<file path="src/verilog/wdtc_pkg.sv">
// Purpose: Shared constants of the watchdog timer control block
// Assumes: AXI4-Lite register bus, 32-bit data, one SYS_CLK domain
// Notes: Offsets are byte addresses of aligned 32-bit words
package wdtc_pkg;
    localparam int ADDR_W = 8;
    localparam int DATA_W = 32;
    localparam int REG_W = 8;

    // Register byte offsets
    localparam logic [7:0] CTRL_OFF = 8'h00;
    localparam logic [7:0] RSTAT_OFF = 8'h04;
    localparam logic [7:0] RESTART_OFF = 8'h08;
    localparam logic [7:0] ISTAT_OFF = 8'h0c;
    localparam logic [7:0] IMASK_OFF = 8'h10;

    // Control register fields
    localparam int CTRL_TS3 = 5;
    localparam int CTRL_CE = 4;
    localparam int CTRL_EN = 3;
    localparam int CTRL_TS_LO = 0;
    localparam int TS_LO_W = 3;
    localparam int TS_W = 4;

    // Reset cause status fields
    localparam int RSTAT_WDRF = 3;

    // Interrupt status and mask fields
    localparam int IRQ_W = 2;
    localparam int IRQ_TIMEOUT = 0;
    localparam int IRQ_DISABLED = 1;

    // Time-out selection
    localparam logic [3:0] TS_RESET = 4'h0;
    localparam logic [3:0] TS_MAX_LEGAL = 4'h9;
    localparam logic [3:0] TS_FALLBACK = 4'h9;
    localparam int BASE_CYCLES = 2048;

    // Change-enable window length in SYS_CLK cycles
    localparam logic [2:0] CE_CYCLES = 3'h4;

    // Clock rates; the oscillator tick is a divided enable
    localparam int SYS_CLK_HZ = 10_000_000;
    localparam int WDT_OSC_HZ = 128_000;
    localparam int TICK_DIV = SYS_CLK_HZ / WDT_OSC_HZ;

    // Fuse capture delay after reset release
    localparam logic [1:0] CAP_WAIT = 2'h3;

    // Common reset vector
    localparam int VEC_W = 16;
    localparam logic [15:0] RESET_VECTOR = 16'h0000;

    localparam logic [1:0] RESP_OKAY = 2'h0;
    localparam logic [1:0] RESP_SLVERR = 2'h2;
endpackage

</file>
<file path="src/verilog/wdtc_axil.sv">
// Purpose: AXI4-Lite slave front end of the watchdog control block
// Assumes: One write and one read under way at a time
// Notes: Address and data of a write may arrive in either order
`timescale 1ns/1ps
module wdtc_axil (
    input wire logic clk,
    input wire logic rst,
    input wire logic [7:0] awaddr,
    input wire logic awvalid,
    output logic awready,
    input wire logic [31:0] wdata,
    input wire logic [3:0] wstrb,
    input wire logic wvalid,
    output logic wready,
    output logic [1:0] bresp,
    output logic bvalid,
    input wire logic bready,
    input wire logic [7:0] araddr,
    input wire logic arvalid,
    output logic arready,
    output logic [31:0] rdata,
    output logic [1:0] rresp,
    output logic rvalid,
    input wire logic rready,
    output logic wr_en,
    output logic [7:0] wr_addr,
    output logic [7:0] wr_data,
    output logic wr_strb0,
    input wire logic wr_hit,
    output logic rd_en,
    output logic [7:0] rd_addr,
    input wire logic [31:0] rd_data,
    input wire logic rd_hit
);
    logic aw_have_q, aw_have_d, w_have_q, w_have_d;
    logic [7:0] aw_addr_q, aw_addr_d, w_data_q, w_data_d;
    logic w_strb_q, w_strb_d;
    logic awready_q, awready_d, wready_q, wready_d;
    logic bvalid_q, bvalid_d, arready_q, arready_d;
    logic rvalid_q, rvalid_d;
    logic [1:0] bresp_q, bresp_d, rresp_q, rresp_d;
    logic [31:0] rdata_q, rdata_d;

    always_comb begin
        aw_have_d = aw_have_q;
        aw_addr_d = aw_addr_q;
        w_have_d = w_have_q;
        w_data_d = w_data_q;
        w_strb_d = w_strb_q;
        bvalid_d = bvalid_q;
        bresp_d = bresp_q;
        wr_en = 1'b0;
        if (awvalid && awready_q) begin
            aw_have_d = 1'b1;
            aw_addr_d = awaddr;
        end
        if (wvalid && wready_q) begin
            w_have_d = 1'b1;
            w_data_d = wdata[7:0];
            w_strb_d = wstrb[0];
        end
        if (aw_have_q && w_have_q && !bvalid_q) begin
            wr_en = 1'b1;
            aw_have_d = 1'b0;
            w_have_d = 1'b0;
            bvalid_d = 1'b1;
            bresp_d = wr_hit ? wdtc_pkg::RESP_OKAY : wdtc_pkg::RESP_SLVERR;
        end
        if (bvalid_q && bready) begin
            bvalid_d = 1'b0;
        end
        awready_d = !aw_have_d && !bvalid_d;
        wready_d = !w_have_d && !bvalid_d;
    end

    always_comb begin
        rvalid_d = rvalid_q;
        rdata_d = rdata_q;
        rresp_d = rresp_q;
        rd_en = arvalid && arready_q;
        if (rd_en) begin
            rvalid_d = 1'b1;
            rdata_d = rd_data;
            rresp_d = rd_hit ? wdtc_pkg::RESP_OKAY : wdtc_pkg::RESP_SLVERR;
        end else if (rvalid_q && rready) begin
            rvalid_d = 1'b0;
        end
        arready_d = !rvalid_d;
    end

    always_ff @(posedge clk or posedge rst) begin
        if (rst) begin
            aw_have_q <= 1'b0;
            aw_addr_q <= 8'h00;
            w_have_q <= 1'b0;
            w_data_q <= 8'h00;
            w_strb_q <= 1'b0;
            awready_q <= 1'b0;
            wready_q <= 1'b0;
            bvalid_q <= 1'b0;
            bresp_q <= 2'h0;
            arready_q <= 1'b0;
            rvalid_q <= 1'b0;
            rdata_q <= 32'h0;
            rresp_q <= 2'h0;
        end else begin
            aw_have_q <= aw_have_d;
            aw_addr_q <= aw_addr_d;
            w_have_q <= w_have_d;
            w_data_q <= w_data_d;
            w_strb_q <= w_strb_d;
            awready_q <= awready_d;
            wready_q <= wready_d;
            bvalid_q <= bvalid_d;
            bresp_q <= bresp_d;
            arready_q <= arready_d;
            rvalid_q <= rvalid_d;
            rdata_q <= rdata_d;
            rresp_q <= rresp_d;
        end
    end

    assign awready = awready_q;
    assign wready = wready_q;
    assign bvalid = bvalid_q;
    assign bresp = bresp_q;
    assign arready = arready_q;
    assign rvalid = rvalid_q;
    assign rdata = rdata_q;
    assign rresp = rresp_q;
    assign wr_addr = aw_addr_q;
    assign wr_data = w_data_q;
    assign wr_strb0 = w_strb_q;
    assign rd_addr = araddr;
endmodule

</file>
<file path="src/verilog/wdtc_top.sv">
// Purpose: Watchdog timer control with timed disable and safety levels
// Assumes: Oscillator tick is a divided enable of SYS_CLK
// Notes: Safety level is captured from the fuse after reset release
//
// Notes on behaviour
// - Writing enable one turns watchdog on; zero turns it off if allowed.
// - Enable clears only while the change-enable bit reads one.
// - A zero enable write within four cycles disables; later writes do not.
// - Safety level 2 never disables the watchdog.
// - Safety level 1 forces enable on while the watchdog reset flag is set.
// - Time-out select is four bits: bit 5 and bits 2:0.
// - Codes 0 to 9 give 2048 shifted left by the code ticks.
// - Reserved codes 10 to 15 fall back to a legal selection.
// - Watchdog reset goes to the common reset vector 0x0000.
// - Counter runs on a 128 kHz tick independent of the bus.
// - Change-enable clears by hardware four cycles after being set.
// - Restart, disable and chip reset all clear the counter.
// - Fuse unprogrammed selects level 1, programmed selects level 2.
//
// Local design decisions: register access over AXI4-Lite and the register addresses.
`timescale 1ns/1ps
module wdtc_top #(
    parameter int BASE_CYCLES = wdtc_pkg::BASE_CYCLES,
    parameter int TICK_DIV = wdtc_pkg::TICK_DIV
) (
    input wire logic SYS_CLK,
    input wire logic SYS_RST,
    input wire logic SAFETY_LEVEL_FUSE,
    input wire logic [7:0] AWADDR,
    input wire logic AWVALID,
    output logic AWREADY,
    input wire logic [31:0] WDATA,
    input wire logic [3:0] WSTRB,
    input wire logic WVALID,
    output logic WREADY,
    output logic [1:0] BRESP,
    output logic BVALID,
    input wire logic BREADY,
    input wire logic [7:0] ARADDR,
    input wire logic ARVALID,
    output logic ARREADY,
    output logic [31:0] RDATA,
    output logic [1:0] RRESP,
    output logic RVALID,
    input wire logic RREADY,
    output logic WDT_RESET,
    output logic WDT_IRQ,
    output logic [15:0] RESET_VECTOR
);
    localparam int CW = $clog2(BASE_CYCLES) + 10;
    localparam int DW = $clog2(TICK_DIV + 1);
    localparam logic [DW-1:0] DIV_MAX = DW'(TICK_DIV - 1);

    if (BASE_CYCLES < 1 || CW > 31) begin : g_bad_base
        $error("BASE_CYCLES out of range");
    end
    if (TICK_DIV < 2) begin : g_bad_div
        $error("TICK_DIV must be at least 2");
    end

    logic wr_en, wr_strb0, wr_hit, rd_en, rd_hit;
    logic [7:0] wr_addr, wr_data, rd_addr;
    logic [31:0] rd_data;

    wdtc_axil u_axil (
        .clk(SYS_CLK),
        .rst(SYS_RST),
        .awaddr(AWADDR),
        .awvalid(AWVALID),
        .awready(AWREADY),
        .wdata(WDATA),
        .wstrb(WSTRB),
        .wvalid(WVALID),
        .wready(WREADY),
        .bresp(BRESP),
        .bvalid(BVALID),
        .bready(BREADY),
        .araddr(ARADDR),
        .arvalid(ARVALID),
        .arready(ARREADY),
        .rdata(RDATA),
        .rresp(RRESP),
        .rvalid(RVALID),
        .rready(RREADY),
        .wr_en(wr_en),
        .wr_addr(wr_addr),
        .wr_data(wr_data),
        .wr_strb0(wr_strb0),
        .wr_hit(wr_hit),
        .rd_en(rd_en),
        .rd_addr(rd_addr),
        .rd_data(rd_data),
        .rd_hit(rd_hit)
    );

    // Address decode
    logic wr_ctrl, wr_rstat, wr_restart, wr_imask, rd_istat;
    always_comb begin
        wr_hit = wr_addr inside {wdtc_pkg::CTRL_OFF, wdtc_pkg::RSTAT_OFF,
            wdtc_pkg::RESTART_OFF, wdtc_pkg::ISTAT_OFF, wdtc_pkg::IMASK_OFF};
        rd_hit = rd_addr inside {wdtc_pkg::CTRL_OFF, wdtc_pkg::RSTAT_OFF,
            wdtc_pkg::RESTART_OFF, wdtc_pkg::ISTAT_OFF, wdtc_pkg::IMASK_OFF};
        wr_ctrl = wr_en && wr_strb0 && wr_addr == wdtc_pkg::CTRL_OFF;
        wr_rstat = wr_en && wr_strb0 && wr_addr == wdtc_pkg::RSTAT_OFF;
        wr_restart = wr_en && wr_addr == wdtc_pkg::RESTART_OFF;
        wr_imask = wr_en && wr_strb0 && wr_addr == wdtc_pkg::IMASK_OFF;
        rd_istat = rd_en && rd_addr == wdtc_pkg::ISTAT_OFF;
    end

    // Fuse synchroniser and capture after reset release
    logic fuse_s1_q, fuse_s2_q, lvl2_q, lvl2_d;
    logic [1:0] cap_q, cap_d;
    always_comb begin
        lvl2_d = lvl2_q;
        cap_d = cap_q;
        if (cap_q != wdtc_pkg::CAP_WAIT) begin
            cap_d = cap_q + 2'h1;
            lvl2_d = fuse_s2_q;
        end
    end

    always_ff @(posedge SYS_CLK or posedge SYS_RST) begin
        if (SYS_RST) begin
            fuse_s1_q <= 1'b0;
            fuse_s2_q <= 1'b0;
            lvl2_q <= 1'b0;
            cap_q <= 2'h0;
        end else begin
            fuse_s1_q <= SAFETY_LEVEL_FUSE;
            fuse_s2_q <= fuse_s1_q;
            lvl2_q <= lvl2_d;
            cap_q <= cap_d;
        end
    end

    // Control register and timed sequence
    logic en_q, en_d, wdrf_q, wdrf_d, en_eff, ce_open, dis_ev, expire;
    // Window counter, nonzero while change-enable reads one
    logic [2:0] ce_cnt_q, ce_cnt_d;
    logic [3:0] ts_q, ts_d, wd_ts, ts_use;
    logic wd_en, wd_ce;

    always_comb begin
        ce_open = ce_cnt_q != 3'h0;
        en_eff = lvl2_q || en_q || wdrf_q;
        wd_en = wr_data[wdtc_pkg::CTRL_EN];
        wd_ce = wr_data[wdtc_pkg::CTRL_CE];
        wd_ts = {wr_data[wdtc_pkg::CTRL_TS3],
            wr_data[wdtc_pkg::CTRL_TS_LO +: wdtc_pkg::TS_LO_W]};
        en_d = en_q;
        ts_d = ts_q;
        dis_ev = 1'b0;
        ce_cnt_d = ce_open ? ce_cnt_q - 3'h1 : 3'h0;
        if (wr_ctrl) begin
            if (wd_ce && wd_en) begin
                ce_cnt_d = wdtc_pkg::CE_CYCLES;
            end
            if (wd_en) begin
                en_d = 1'b1;
            end else if (ce_open && !wd_ce && !lvl2_q && !wdrf_q) begin
                en_d = 1'b0;
                dis_ev = en_eff;
            end
            if (!lvl2_q || (ce_open && !wd_ce)) begin
                ts_d = wd_ts;
            end
        end
        wdrf_d = wdrf_q;
        // Expiry wins over a clearing write
        if (wr_rstat && !wr_data[wdtc_pkg::RSTAT_WDRF]) begin
            wdrf_d = 1'b0;
        end
        if (expire) begin
            wdrf_d = 1'b1;
        end
    end

    always_ff @(posedge SYS_CLK or posedge SYS_RST) begin
        if (SYS_RST) begin
            en_q <= 1'b0;
            ts_q <= wdtc_pkg::TS_RESET;
            ce_cnt_q <= 3'h0;
            wdrf_q <= 1'b0;
        end else begin
            en_q <= en_d;
            ts_q <= ts_d;
            ce_cnt_q <= ce_cnt_d;
            wdrf_q <= wdrf_d;
        end
    end

    // Oscillator tick, restart capture and counter
    logic [DW-1:0] div_q, div_d;
    logic [CW-1:0] cnt_q, cnt_d, lim;
    logic tick, rs_pend_q, rs_pend_d;

    always_comb begin
        // Reserved codes run the longest legal time-out
        ts_use = ts_q > wdtc_pkg::TS_MAX_LEGAL ?
            wdtc_pkg::TS_FALLBACK : ts_q;
        lim = CW'(BASE_CYCLES) << ts_use;
        tick = div_q == '0;
        div_d = tick ? DIV_MAX : div_q - DW'(1);
        // Restart held until the next tick consumes it
        rs_pend_d = tick ? wr_restart : rs_pend_q || wr_restart;
        cnt_d = cnt_q;
        expire = 1'b0;
        if (!en_eff) begin
            cnt_d = '0;
        end else if (tick) begin
            if (rs_pend_q) begin
                cnt_d = '0;
            end else if (cnt_q >= lim - CW'(1)) begin
                cnt_d = '0;
                expire = 1'b1;
            end else begin
                cnt_d = cnt_q + CW'(1);
            end
        end
    end

    always_ff @(posedge SYS_CLK or posedge SYS_RST) begin
        if (SYS_RST) begin
            div_q <= '0;
            cnt_q <= '0;
            rs_pend_q <= 1'b0;
        end else begin
            div_q <= div_d;
            cnt_q <= cnt_d;
            rs_pend_q <= rs_pend_d;
        end
    end

    // Interrupt status, mask and outputs
    logic [1:0] istat_q, istat_d, imask_q, imask_d;
    logic irq_q, irq_d, wrst_q;
    logic [15:0] vec_q;

    always_comb begin
        istat_d = istat_q;
        imask_d = imask_q;
        if (rd_istat) begin
            istat_d = 2'h0;
        end
        // Set wins over a clearing read
        istat_d[wdtc_pkg::IRQ_TIMEOUT] =
            istat_d[wdtc_pkg::IRQ_TIMEOUT] || expire;
        istat_d[wdtc_pkg::IRQ_DISABLED] =
            istat_d[wdtc_pkg::IRQ_DISABLED] || dis_ev;
        if (wr_imask) begin
            imask_d = wr_data[wdtc_pkg::IRQ_W-1:0];
        end
        irq_d = |(istat_q & imask_q);
    end

    always_ff @(posedge SYS_CLK or posedge SYS_RST) begin
        if (SYS_RST) begin
            istat_q <= 2'h0;
            imask_q <= 2'h0;
            irq_q <= 1'b0;
            wrst_q <= 1'b0;
            vec_q <= wdtc_pkg::RESET_VECTOR;
        end else begin
            istat_q <= istat_d;
            imask_q <= imask_d;
            irq_q <= irq_d;
            wrst_q <= expire;
            vec_q <= wdtc_pkg::RESET_VECTOR;
        end
    end

    // Read data
    always_comb begin
        rd_data = 32'h0;
        case (rd_addr)
            wdtc_pkg::CTRL_OFF: begin
                rd_data[wdtc_pkg::CTRL_TS3] = ts_q[3];
                rd_data[wdtc_pkg::CTRL_CE] = ce_open;
                rd_data[wdtc_pkg::CTRL_EN] = en_eff;
                rd_data[wdtc_pkg::CTRL_TS_LO +: wdtc_pkg::TS_LO_W] =
                    ts_q[2:0];
            end
            wdtc_pkg::RSTAT_OFF: begin
                rd_data[wdtc_pkg::RSTAT_WDRF] = wdrf_q;
            end
            wdtc_pkg::ISTAT_OFF: begin
                rd_data[wdtc_pkg::IRQ_W-1:0] = istat_q;
            end
            wdtc_pkg::IMASK_OFF: begin
                rd_data[wdtc_pkg::IRQ_W-1:0] = imask_q;
            end
            default: begin
                rd_data = 32'h0;
            end
        endcase
    end

    // Outputs straight from flip-flops
    assign WDT_RESET = wrst_q;
    assign WDT_IRQ = irq_q;
    assign RESET_VECTOR = vec_q;
endmodule

</file>
<file path="config.mk">
export PLATFORM = sky130hd
export DESIGN_NAME = wdtc_top
export DESIGN_NICKNAME = d
export VERILOG_FILES = /design/src/verilog/wdtc_pkg.sv /design/src/verilog/wdtc_axil.sv /design/src/verilog/wdtc_top.sv
export SDC_FILE = /design/constraint.sdc
export NUM_CORES = 1
export LEC_CHECK = 0
export BUFFER_PORTS_ARGS = -buffer_cell sky130_fd_sc_hd__buf_2
export CORE_ASPECT_RATIO = 1.25
export CORE_MARGIN = 2
export CORE_UTILIZATION = 32
export CTS_BUF_LIST = sky130_fd_sc_hd__clkbuf_4
export DETAILED_ROUTE_END_ITERATION = 8
export HOLD_SLACK_MARGIN = 0.03
export PLACE_DENSITY_LB_ADDON = 0.25
export SLEW_MARGIN = 20
export SYNTH_ARGS = -nofsm -noshare
export SYNTH_HDL_FRONTEND = slang
export SYNTH_SLANG_ARGS = --single-unit
</file>
<file path="constraint.sdc">
create_clock -name SYS_CLK -period 4.6 [get_ports SYS_CLK]
set_clock_uncertainty 0.2 [all_clocks]
set_input_delay 0.46 -clock SYS_CLK [delete_from_list [all_inputs] [get_ports SYS_CLK]]
set_output_delay 0.46 -clock SYS_CLK [all_outputs]
set_load 0.02 [all_outputs]
</file>
==> metrics <==
r2r endpoint=cnt_q[18]$_DFFE_PP0P_; # Max-Cap Violations=0; register area=about 2000 um2; Clock Latency Late Sink=about 0.43 ns; grt ovf=0; run status=finished, final reports clean; largest net degree at the start of global routing=44; vias in the first global route=between 3k and 4k; vias=approximately 3.1k; share of cells above drive strength 1=a little under 20%; Unique masters post-synth=48; pwr dens=around 370 nW/um2; flops & latches, synth=79; count of final setup violators=0; Worst Max-Slew Pin Slew=~0.75 ns; Worst setup EP type=flop; vias per cell=4.774; RSZ-0062 raised after global routing=no; Starting Density=between 30% and 40%; Die Span X=roughly 110 um; Final Instance Area=between 4000 and 5000 um2; worst r2r src=ts_q[0]$_DFFE_PP0P_; DRT Pass-1 Iters=4; hold_ws=0.06454 ns; # IOs=about 120; CP max FO=13; fin crit period=just over 4 ns; R2R depth=13; Post-synth top flop=dfrtp_1; area delta synth->final=12.11%; Clock Tree Buf Depth=2; Post-Route WL=about 9 mm; synth warn=0; Worst slew margin=around half; Mapped Cells=~420; GRT Overall Usage=12.75%; Lkg Pwr=~0.0022 uW; Max Slew Vio Count=0; gpl congestion=0.7647; Sw Ratio=around a third; worst min-delay path class=primary input to flop; synth top area cells=dfrtp_1, buf_4, mux2_2; port bufs=45; commonest cells in the netlist=dfrtp_1, buf_4, nand2_1; diode count=0; VDD IR-drop max=0.2383 mV; fillers=between 1k and 1.5k; Avg WL per Cell=roughly 13 um; Yosys top cell area share=46.88%; FFs w/ async S/R, synth=100.0%; initial antenna violation count=0; register area share after synthesis=~47%; Die Area=between 10000 and 15000 um2; first-pass GRT wire length=14.63 mm; Flop pwr share=about half; Clock Pin Slew Worst Setup and Hold Paths=0.13 ns; Post-synth EDFFs=0; Placeable Area=around 13000 um2; # rows=46; total CTS buffers=9; clock power share=between 20% and 30%; crit path DAT=roughly 4.2 ns; Clock Sink Count=79; DR iter-0 viols=between 100 and 150; setup TNS=0 ns; Worst EP required=4.73 ns; Util after Layout=between 30% and 40%; Final Cycle Share=between 80% and 90%; syn avg cell area=approximately 10 um2; TritonCTS clock tree=yes; cell chosen for the clock root=clkbuf_4; HPWL Detailed=between 6 and 7 mm; CTS resizes=0; Max H-tree Level=3; post-place instance area=roughly 4400 um2; combinational share of power=between 20% and 30%; Critical Path Start=ts_q[0]$_DFFE_PP0P_; critical path type=flop to flop; multi-input logic area=around 2000 um2; cell area after synthesis=roughly 4200 um2; startpoint types=flop; total power draw=between 1500 and 2000 uW; Critical path destination=cnt_q[18]$_DFFE_PP0P_; most numerous cell in the Yosys netlist=dfrtp_1; Nets=between 500 and 600; final hold viol count=0; DRC Markers=0; post-route ant nets=0; Reg2Reg Setup Slack=~0.52 ns; area leader, netlist=dfrtp_1; die boundary height=132.3 um; sw power=between 500 and 600 uW; post-CTS setup buffers=0; Max Clock Freq=roughly 0.25 GHz; internal power=~1200 uW
==> registers in the layout, summed over array words and instances, names as in the netlist, 2 cells and up <==
name,flops
cnt_q,21
u_axil.wr_addr,8
div_q,7
u_axil.rdata,6
u_axil.wr_data,6
ts_q,4
ce_cnt_q,3
cap_q,2
imask_q,2
istat_q,2
==> power by group through the flow <==
stage	Sequential, uW	Combinational (uW)	Clock, uW
final	891	380	466
after global routing	908	425	512
after CTS	892	386	483
after detailed placement	906	377	0
after global placement	905	369	0
after floorplan	906	294	0
==> per-layer routing <==
layer | vias to the layer above | global-route usage [%] | routed length, um
li1 | 1523 | - | -
met1 | 1515 | 15.40 | 3794
met2 | 82 | 22.65 | 4563
met3 | 7 | 3.015 | 340
met4 | 0 | 3.247 | 72
met5 | - | 0 | 0
==> worst min path at each step <==
| stage | depth (start not counted) | slack [ns] | start | end |
|---|---|---|---|---|
| global route | 2 | 0.04 | AWADDR[4] | u_axil.wr_addr[4]$_DFFE_PP0P_ |
| global placement | 0 | 0.14 | fuse_s1_q$_DFF_PP0_ | fuse_s2_q$_DFF_PP0_ |
| CTS | 2 | 0.03 | WDATA[4] | u_axil.wr_data[4]$_DFFE_PP0P_ |
| floorplan | 0 | 0.13 | fuse_s1_q$_DFF_PP0_ | fuse_s2_q$_DFF_PP0_ |
| detailed placement | 0 | 0.14 | fuse_s1_q$_DFF_PP0_ | fuse_s2_q$_DFF_PP0_ |
| finish | 2 | 0.06 | AWADDR[7] | u_axil.wr_addr[7]$_DFFE_PP0P_ |
==> stage by stage <==
stage	std cells	setup slack, ns
after floorplan	466	0.9218
after global placement	627	0.6100
after detailed placement	627	0.5690
after CTS	654	0.5376
after global routing	655	0.2773
final	655	0.5245
==> logic make-up (layout without fill, tap and decap cells) <==
| logic type | count (synthesis) | in the layout | synth area share, % |
|---|---|---|---|
| buffers and inverters | 71 | 92 | 10.53 |
| muxes | 25 | 25 | 6.647 |
| adders and majority gates | 16 | 16 | 4.748 |
| AOI/OAI and AO/OA | 80 | 80 | 12.14 |
| xor gates and xnor gates | 6 | 6 | 1.246 |
| DFF | 79 | 79 | 46.88 |
| and+or+nand+nor | 144 | 144 | 17.63 |
| other | 2 | 45 | 0.1781 |
==> repair_timing <==
item,CTS,global route
hold endpoints to repair,52,1
setup endpoints to repair,0,0
hold buffers,11,1
==> final cells by class <==
class	instances	area share [%]
flip-flops and latches	79	41.82
clock buffers	9	1.429
clock inverters	7	1.853
well taps	168	4.447
inverters	17	1.376
repair buffers	59	7.623
multi-input cells	316	41.45
==> worst max-delay path, cell delays in order, from the launching register on <==
cell	delay (ns)
dfrtp_1	0.46
or2_2	0.33
nand2b_1	0.17
ha_1	0.25
nor3_1	0.15
a21o_1	0.11
a32oi_1	0.10
ha_1	0.29
and4_1	0.27
nand2_1	0.09
or4b_2	0.74
and4_1	0.40
a21o_1	0.24
a22o_1	0.17
==> cell usage in the layout (no fill, tap or decap), drive strengths merged, types with 3 or more instances in the layout <==
master / synthesis / final
nand2b: 5 / 5
nand2: 36 / 36
dlygate4sd3: 0 / 12
a31oi: 6 / 6
nor3: 10 / 10
xnor2: 4 / 4
nor4: 6 / 6
dfrtp: 79 / 79
clkbuf: 5 / 9
a21oi: 22 / 22
a22o: 6 / 6
nand3: 17 / 17
and3: 5 / 5
inv: 17 / 16
and4: 3 / 3
nor2: 27 / 27
or2: 7 / 7
nand4: 6 / 6
or4: 3 / 3
mux2: 24 / 24
ha: 16 / 16
o21ai: 25 / 25
a21o: 8 / 8
clkinv: 0 / 5
buf: 49 / 47
or3: 7 / 7
nor2b: 4 / 4
conb: 2 / 45
No activity file was read; power rests on OpenSTA's default activity.
